===== src/design/ds3_map_pkg.sv =====
// shared constants and row layout table for the ds3 to envelope mapper
package ds3_map_pkg;

	// ==========================================================
	// envelope geometry
	localparam int ROWS            = 9;
	localparam int POH_BITS        = 8;     // one path overhead byte per row
	localparam int COLS_PER_ROW    = 87;
	localparam int BITS_PER_ROW    = COLS_PER_ROW * 8;
	localparam int DATA_PER_ROW    = 621;
	localparam int DATA_PER_ENV    = 5589;
	localparam int CTRL_PER_ROW    = 5;
	localparam int FIXED_PER_ROW   = 59;
	localparam int OHC_PER_ROW     = 2;
	localparam int SOPP_PER_ROW    = 1;
	localparam int SEG_COUNT       = 15;

	// ==========================================================
	// rates and envelope content, nominal and surplus
	localparam int DS3_RATE_BPS    = 44736000;
	localparam int STS1_CLK_HZ     = 51840000;
	localparam int REF_CLK_HZ      = 40000000;
	localparam int ENV_PER_SEC     = 8000;
	localparam int DS3_PER_ENV_NOM = DS3_RATE_BPS / ENV_PER_SEC;   // 5592
	localparam int DS3_PER_ENV_NEG = 5593;
	localparam int SOPP_DATA_NOM   = 3;
	localparam int SOPP_JUNK_NOM   = 6;
	localparam int SOPP_DATA_NEG   = 4;
	localparam int SOPP_JUNK_NEG   = 5;
	localparam int DS3_PPM_MAX     = 20;
	localparam int STS1_PPM_S3     = 46;    // tenths of a ppm, 4.6 ppm
	localparam int STS1_PPM_MIN    = 20;

	// ==========================================================
	// elastic store defaults
	localparam int ELASTIC_DEPTH   = 64;
	localparam int ELASTIC_THRESH  = 32;

	// ==========================================================
	// bit kinds within a row
	typedef enum logic [2:0]
	{
		K_POH   = 3'h0,
		K_FIXED = 3'h1,
		K_CTRL  = 3'h2,
		K_DATA  = 3'h3,
		K_OHC   = 3'h4,
		K_SOPP  = 3'h5
	} seg_kind_e;

	// row layout, left to right
	localparam seg_kind_e SEG_KIND [SEG_COUNT] = '{
		K_POH, K_FIXED, K_CTRL, K_DATA, K_FIXED, K_CTRL, K_FIXED, K_DATA,
		K_FIXED, K_CTRL, K_FIXED, K_OHC, K_FIXED, K_SOPP, K_DATA};
	localparam logic [7:0] SEG_LEN [SEG_COUNT] = '{
		8'h08, 8'h12, 8'h01, 8'hcd, 8'h10, 8'h02, 8'h06, 8'hd0,
		8'h10, 8'h02, 8'h02, 8'h02, 8'h01, 8'h01, 8'hd0};

	localparam logic [3:0] LAST_SEG = 4'he;
	localparam logic [3:0] LAST_ROW = 4'h8;

endpackage


===== src/design/ds3_elastic_mem.sv =====
// one-bit wide elastic store memory with registered, write-through read
`timescale 1ns/1ps

module ds3_elastic_mem #(
	parameter int DEPTH = 64,
	parameter int AW    = 6
)(
	input  wire logic          ref_clk,
	input  wire logic          wr_en,
	input  wire logic [AW-1:0] wr_addr,
	input  wire logic          wr_bit,
	input  wire logic [AW-1:0] rd_addr,
	output logic               rd_bit
);
	// ==========================================================
	// elaboration checks
	generate
		if (DEPTH < 4 || (1 << AW) != DEPTH)
			$error("elastic depth must be a power of two matching the address width");
	endgenerate

	// ==========================================================
	// storage
	logic mem [DEPTH];

	// write-through so a bit written this edge is readable at once
	always_ff @(posedge ref_clk)
	begin
		if (wr_en)
			mem[wr_addr] <= wr_bit;
		if (wr_en && wr_addr == rd_addr)
			rd_bit <= wr_bit;
		else
			rd_bit <= mem[rd_addr];
	end

endmodule


===== src/design/ds3_spe_mapper.sv =====
// asynchronous ds3 to envelope bit mapper with per-row stuffing decision
`timescale 1ns/1ps

// Summary of operation
// - 621 data bits per row, 5589 per envelope
// - one stuff opportunity per row, data or junk
// - five control bits per row
// - opportunity carries data: control bits all zero
// - opportunity carries junk: control bits all one
// - two overhead communication bits, filler value
// - one envelope per frame, 8000 per second
// - nominal: 5592 bits, three data opportunities
// - nominal rates 44.736 Mbit/s and 51.84 MHz
// - decision follows accumulated clock difference
// - surplus bits: 5593 bits, four data opportunities
// - 1 ppm fast: extra bit every 178.8 envelopes
// - tolerate 20 ppm ds3, 4.6/20 ppm clock
// - ds3 bits carried transparently, overhead included
// - 87 columns by 9 rows, first column overhead
// - 59 fixed filler bits per row
module ds3_spe_mapper
	import ds3_map_pkg::*;
#(
	parameter int DEPTH  = ds3_map_pkg::ELASTIC_DEPTH,
	parameter int THRESH = ds3_map_pkg::ELASTIC_THRESH
)(
	input  wire logic ref_clk,
	input  wire logic sys_rst,
	input  wire logic ds3_bit,
	input  wire logic ds3_valid,
	output logic      ds3_ready,
	input  wire logic spe_ready,
	output logic      spe_bit,
	output logic      spe_valid,
	output logic      spe_poh,
	output logic      spe_first,
	output logic      row_sopp_data,
	output logic      elastic_overflow,
	output logic      elastic_underrun
);
	import ds3_map_pkg::*;

	localparam int AW = $clog2(DEPTH);
	localparam int FW = AW + 1;
	localparam logic [FW-1:0] FILL_FULL   = FW'(DEPTH);
	localparam logic [FW-1:0] FILL_THRESH = FW'(THRESH);

	// ==========================================================
	// elaboration checks
	generate
		if (THRESH < 2 || THRESH > DEPTH - 2)
			$error("threshold must leave room on both sides of the store");
	endgenerate

	typedef enum logic [1:0]
	{
		ST_FILL = 2'b01,
		ST_RUN  = 2'b10
	} map_state_e;

	// ==========================================================
	// state
	map_state_e      state_r,    state_nxt;
	logic [3:0]      seg_idx_r,  seg_idx_nxt;
	logic [7:0]      seg_cnt_r,  seg_cnt_nxt;
	logic [3:0]      row_r,      row_nxt;
	logic            junk_r,     junk_nxt;
	logic [AW-1:0]   wr_ptr_r,   wr_ptr_nxt;
	logic [AW-1:0]   rd_ptr_r,   rd_ptr_nxt;
	logic [FW-1:0]   fill_r,     fill_nxt;
	logic            ready_r,    ready_nxt;
	logic            bit_r,      bit_nxt;
	logic            valid_r,    valid_nxt;
	logic            poh_r,      poh_nxt;
	logic            first_r,    first_nxt;
	logic            ovf_r,      ovf_nxt;
	logic            unf_r,      unf_nxt;
	logic            sopp_r,     sopp_nxt;

	seg_kind_e       kind;
	logic            advance;
	logic            want_data;
	logic            push;
	logic            pop;
	logic            store_bit;

	// ==========================================================
	// elastic store; its fill level is the running clock difference
	ds3_elastic_mem #(
		.DEPTH   (DEPTH),
		.AW      (AW)
	) u_mem (
		.ref_clk (ref_clk),
		.wr_en   (push),
		.wr_addr (wr_ptr_r),
		.wr_bit  (ds3_bit),
		.rd_addr (rd_ptr_nxt),
		.rd_bit  (store_bit)
	);

	// ==========================================================
	// next-state logic for row walk, stuffing and store pointers
	always_comb
	begin
		state_nxt   = state_r;
		seg_idx_nxt = seg_idx_r;
		seg_cnt_nxt = seg_cnt_r;
		row_nxt     = row_r;
		junk_nxt    = junk_r;
		bit_nxt     = 1'b0;
		poh_nxt     = 1'b0;
		first_nxt   = 1'b0;
		kind        = SEG_KIND[seg_idx_r];
		advance     = (state_r == ST_RUN) && spe_ready;
		valid_nxt   = advance;

		// data slots plus an opportunity that was chosen for data
		want_data   = advance && ((kind == K_DATA) || (kind == K_SOPP && !junk_r));
		push        = ds3_valid && ready_r;
		pop         = want_data && (fill_r != '0);
		unf_nxt     = want_data && (fill_r == '0);
		ovf_nxt     = ds3_valid && !ready_r;

		// starting on a half-full store gives the widest offset margin
		case (state_r)
			ST_FILL:
			begin
				if (fill_r >= FILL_THRESH)
					state_nxt = ST_RUN;
			end
			ST_RUN:
			begin
				if (advance)
				begin
					// decide the row's opportunity before its control bits go out
					if (seg_idx_r == '0 && seg_cnt_r == '0)
					begin
						// surplus bits above the mark pull in an extra data bit
						junk_nxt  = (fill_r < FILL_THRESH);
						first_nxt = (row_r == '0);
					end
					case (kind)
						K_POH:   poh_nxt = 1'b1;
						K_CTRL:  bit_nxt = (seg_idx_r == '0) ? junk_nxt : junk_r;
						K_DATA:  bit_nxt = store_bit;
						K_SOPP:  bit_nxt = junk_r ? 1'b0 : store_bit;
						// filler and comms bits carry no meaning; send zero
						K_FIXED: bit_nxt = 1'b0;
						K_OHC:   bit_nxt = 1'b0;
						default: bit_nxt = 1'b0;
					endcase
					// walk segments, rows and envelopes
					if (seg_cnt_r == SEG_LEN[seg_idx_r] - 8'h01)
					begin
						seg_cnt_nxt = '0;
						if (seg_idx_r == LAST_SEG)
						begin
							seg_idx_nxt = '0;
							row_nxt     = (row_r == LAST_ROW) ? 4'h0 : row_r + 4'h1;
						end
						else
							seg_idx_nxt = seg_idx_r + 4'h1;
					end
					else
						seg_cnt_nxt = seg_cnt_r + 8'h01;
				end
			end
			default:
				state_nxt = ST_FILL;
		endcase

		// opportunity flag kept in its own flop so the port needs no gate
		sopp_nxt   = ~junk_nxt;
		wr_ptr_nxt = push ? wr_ptr_r + AW'(1) : wr_ptr_r;
		rd_ptr_nxt = pop  ? rd_ptr_r + AW'(1) : rd_ptr_r;
		fill_nxt   = fill_r + FW'(push) - FW'(pop);
		// registered ready still leaves one free slot for the next push
		ready_nxt  = (fill_nxt < FILL_FULL - FW'(1)) || ((fill_nxt == FILL_FULL - FW'(1)) && !push);
	end

	// ==========================================================
	// registers
	always_ff @(posedge ref_clk or posedge sys_rst)
	begin
		if (sys_rst)
		begin
			state_r   <= ST_FILL;
			seg_idx_r <= '0;
			seg_cnt_r <= '0;
			row_r     <= '0;
			junk_r    <= 1'b1;
			wr_ptr_r  <= '0;
			rd_ptr_r  <= '0;
			fill_r    <= '0;
			ready_r   <= 1'b0;
			bit_r     <= 1'b0;
			valid_r   <= 1'b0;
			poh_r     <= 1'b0;
			first_r   <= 1'b0;
			ovf_r     <= 1'b0;
			unf_r     <= 1'b0;
			sopp_r    <= 1'b0;
		end
		else
		begin
			state_r   <= state_nxt;
			seg_idx_r <= seg_idx_nxt;
			seg_cnt_r <= seg_cnt_nxt;
			row_r     <= row_nxt;
			junk_r    <= junk_nxt;
			wr_ptr_r  <= wr_ptr_nxt;
			rd_ptr_r  <= rd_ptr_nxt;
			fill_r    <= fill_nxt;
			ready_r   <= ready_nxt;
			bit_r     <= bit_nxt;
			valid_r   <= valid_nxt;
			poh_r     <= poh_nxt;
			first_r   <= first_nxt;
			ovf_r     <= ovf_nxt;
			unf_r     <= unf_nxt;
			sopp_r    <= sopp_nxt;
		end
	end

	// ==========================================================
	// outputs, all straight from flops
	assign ds3_ready        = ready_r;
	assign spe_bit          = bit_r;
	assign spe_valid        = valid_r;
	assign spe_poh          = poh_r;
	assign spe_first        = first_r;
	assign row_sopp_data    = sopp_r;
	assign elastic_overflow = ovf_r;
	assign elastic_underrun = unf_r;

endmodule


===== config.mk =====
export PLATFORM = sky130hd
export DESIGN_NAME = ds3_spe_mapper
export DESIGN_NICKNAME = d
export VERILOG_FILES = /design/src/design/ds3_map_pkg.sv /design/src/design/ds3_elastic_mem.sv /design/src/design/ds3_spe_mapper.sv
export SDC_FILE = /design/constraint.sdc
export NUM_CORES = 1
export LEC_CHECK = 0
export BUFFER_PORTS_ARGS = -buffer_cell sky130_fd_sc_hd__buf_2
export CORE_MARGIN = 3
export CORE_UTILIZATION = 45
export CTS_BUF_LIST = sky130_fd_sc_hd__clkbuf_8
export DETAILED_ROUTE_END_ITERATION = 8
export GPL_ROUTABILITY_DRIVEN = 0
export PLACE_DENSITY = 0.68
export SYNTH_ARGS = -nofsm -noshare
export SYNTH_HDL_FRONTEND = slang
export SYNTH_HIERARCHICAL = 1
export SYNTH_SLANG_ARGS = --single-unit
export TNS_END_PERCENT = 10

===== constraint.sdc =====
create_clock -name ref_clk -period 6.2 [get_ports ref_clk]
set_clock_uncertainty 0.05 [all_clocks]
set_input_delay 0.62 -clock ref_clk [delete_from_list [all_inputs] [get_ports ref_clk]]
set_output_delay 0.62 -clock ref_clk [all_outputs]
set_load 0.01 [all_outputs]

==> flow_metrics.py <==
metrics = {
    "status": {
        "outcome": "completed",
    },
    "clocking": {
        "clk_latency_ns": 0.43,
        "clockBufferDepth": 2,
        "root_buffer": "clkbuf_8",
        "cts_sinks": 116,
        "cts.clk_slew.worst_paths_ns": 0.07,
        "cts_resized": 0,
        "post_cts.repair.setup_buffers": 0,
        "htreeDepth": 4,
        "cts_tree": "built",
        "ctsHoldBuffers": 0,
        "cts_buffers": 17,
    },
    "die": {
        "die_height_um": 121,
        "die-area_um2": 14600,
        "fp-row-count": 41,
        "fp.dieW_um": 121,
        "initial_utilization": 0.464,
        "io_pins": 13,
        "fp.coreArea_um2": 12800,
    },
    "timing": {
        "fin_tns_setup_ns": 0,
        "worst_pin_slew_ns": 0.968,
        "rsz0062_at_grt": "false",
        "fin_ws_ns": 2.24,
        "setup_viol": 0,
        "fin_crit_sh": 0.639,
        "fin_crit_ns": 3.96,
        "finalHoldViolCount": 0,
        "drv_slew": 0,
        "timing.fmax_mhz": 252,
        "relSlewSlack": 0.354,
    },
    "logic_synthesis": {
        "synth_nets": 531,
        "ys.flop_type": "edfxtp_1",
        "synth_edf_count": 64,
        "syn_inst": 503,
        "synth_cell_types": 71,
        "syn_avg_cell_area_um2": 11.8,
        "syn_area_um2": 5930,
        "async_flop_share": 0.397,
        "synth-seq-area-share": 0.539,
        "ys_warn_count": 6,
        "ys_ff_latch": 116,
    },
    "pwr": {
        "p_per_area_nw_per_um2": 392,
        "ir_drop_mv": 0.270,
        "power_leakage_nw": 2.37,
    },
    "layout": {
        "mostFrequentLayoutCell": "nor2_1",
        "final_cell_mix": "nor2_1 (86), edfxtp_1 (64), dfrtp_1 (44)",
        "num_antenna_cells": 0,
        "drive_gt1_frac": 0.130,
        "nFillCells": 1118,
        "nets": 539,
        "area_delta_synth_final_pct": 8.67,
    },
    "grt": {
        "grt_max_degree": 65,
        "grtUsageTotal": 0.168,
        "grt_pass1_wl_um": 19200,
        "grt_pass1_vias": 3842,
        "overflow": 0,
        "antenna_found_initial": 0,
    },
    "critical_path": {
        "critPathSlowestCell": "dfrtp_1",
        "crit_path_max_incr_delay_ns": 0.84,
        "critical_path_class": "reg2reg",
        "r2r_start": "seg_idx_r[3]",
        "cp-start-kind": "register",
        "worst_ep_required_time_ns": 6.43,
        "path_max_fanout": 26,
        "startpoint": "seg_idx_r[3]",
        "crit_chain": "xnor2_1 > a211oi_2 > nand2b_1 > o32ai_2 > and3_1 > xnor2_1 > ha_1 > fa_1 > a21oi_1 > nor2_1 > o21ai_0 > a21oi_1 > nor2_1 > xor2_1 > a41oi_1",
        "crit_arrival_ns": 4.19,
        "critPathCaptureType": "register",
    },
    "route": {
        "vias": 3880,
        "antenna_left": 0,
        "firstDrtPassIters": 5,
        "wirelength_um": 11400,
        "drc": 0,
        "drt_iter0_markers": 314,
        "wl_per_cell_um": 16.5,
        "vias_per_cell": 5.58,
    },
    "placed_design": {
        "dp_hpwl_um": 7460,
        "dpl_worst_slack_ns": 2.32,
        "portBuffers": 12,
    },
    "flow_run": {
        "maxCapViolCount": 0,
    },
    "worst_hold_path": {
        "hold_path_class": "in2async",
    },
}
==> metrics by stage <==
step	cell area, um2	hold slack, ns	utilization	std cells	total power, W
4_1_cts	6440	0.385	0.505	695	0.00253
5_1_grt	6440	0.403	0.505	695	0.00267
6_report	6440	0.365	0.505	695	0.00252
2_1_floorplan	5930	0.389	-	503	0.00167
3_3_place_gp	6070	0.408	0.475	664	0.00183
3_5_place_dp	6070	0.421	0.475	664	0.00185
==> layout make-up <==
cell class | instances | area, um2 | share of cell area
clock buffer | 17 | 234 | 0.0363
clock inverter | 14 | 145 | 0.0225
inverter | 24 | 92.6 | 0.0144
multi-input combinational | 340 | 2500 | 0.388
sequential | 116 | 3200 | 0.496
tap | 172 | 215 | 0.0334
timing repair buffer | 12 | 60.1 | 0.00932
==> layer usage <==
layer  global-route usage  up-vias  wire length [um]
li1                     -     1835                 -
met4               0.0552        0               157
met1                0.224     1916              4970
met2                0.270      113              5690
met5                    0        -                 0
met3               0.0426       16               618
==> worst paths after layout <==
kind,endpoint,cells after the start,slack [ns]
min,seg_cnt_r[0],2,0.37
max in group asynchronous,rd_ptr_r[0],2,5.13
max reg2reg,ds3_ready,15,2.24
min in group ref_clk,rd_ptr_r[5],1,0.43
min reg2reg,rd_ptr_r[5],1,0.43
max,ds3_ready,15,2.24
==> synthesized netlist by cell type (3+ instances only) <==
| library cell | n | area [um2] |
|---|---|---|
| o22ai_1 | 4 | 25.0 |
| ha_1 | 22 | 275 |
| buf_6 | 6 | 67.6 |
| mux4_2 | 11 | 248 |
| nor4_1 | 4 | 25.0 |
| inv_1 | 21 | 78.8 |
| nand4_1 | 13 | 81.3 |
| nand3_1 | 15 | 75.1 |
| edfxtp_1 | 64 | 1920 |
| nand2b_1 | 10 | 62.6 |
| mux2i_1 | 6 | 60.1 |
| nand3b_1 | 6 | 45.0 |
| nor2b_1 | 9 | 56.3 |
| nand2_1 | 34 | 128 |
| xnor2_1 | 16 | 140 |
| o21ai_0 | 8 | 40.0 |
| or3_1 | 4 | 25.0 |
| dfxtp_1 | 6 | 120 |
| and3_1 | 3 | 18.8 |
| buf_2 | 4 | 20.0 |
| nor3_1 | 8 | 40.0 |
| clkbuf_1 | 11 | 41.3 |
| xor2_1 | 12 | 105 |
| nor2_1 | 86 | 323 |
| a21oi_1 | 11 | 55.1 |
| mux4_1 | 7 | 184 |
| nor3b_1 | 4 | 30.0 |
| a22oi_1 | 3 | 22.5 |
| dfrtp_1 | 44 | 1100 |
==> sequential cells by signal, summed over array words and instances (netlist names), 2 cells and up, named ones only <==
register,cells
wr_ptr_r,6
row_r,4
fill_r,7
u_mem/mem,64
seg_idx_r,4
state_r,2
seg_cnt_r,8
rd_ptr_r,6
==> critical path: cells and delay by family (launching register included) <==
family / cells / cell delay [ns]
adder cells (fa/ha/maj): 2 / 0.61
XOR/XNOR: 3 / 0.49
AND/OR/NAND/NOR: 4 / 0.72
AO/OA/AOI/OAI: 6 / 1.07
flip-flops: 1 / 0.84
==> logic make-up (layout without fill, tap and decap cells) <==
| family | count (synthesis) | after routing | share of synthesized area |
|---|---|---|---|
| AOI/OAI and AO/OA | 48 | 48 | 0.0587 |
| xor gates and xnor gates | 28 | 28 | 0.0413 |
| adders and majority gates | 23 | 23 | 0.0498 |
| buffers and inverters | 47 | 67 | 0.0392 |
| DFF | 116 | 116 | 0.539 |
| muxes | 28 | 28 | 0.0905 |
| and+or+nand+nor | 213 | 213 | 0.182 |
==> power by group <==
part | switching [W] | internal (W)
clock network | 0.000292 | 0.000385
logic | 0.000367 | 0.000338
registers | 0.000206 | 0.000937
No activity file was read; power rests on OpenSTA's default activity.
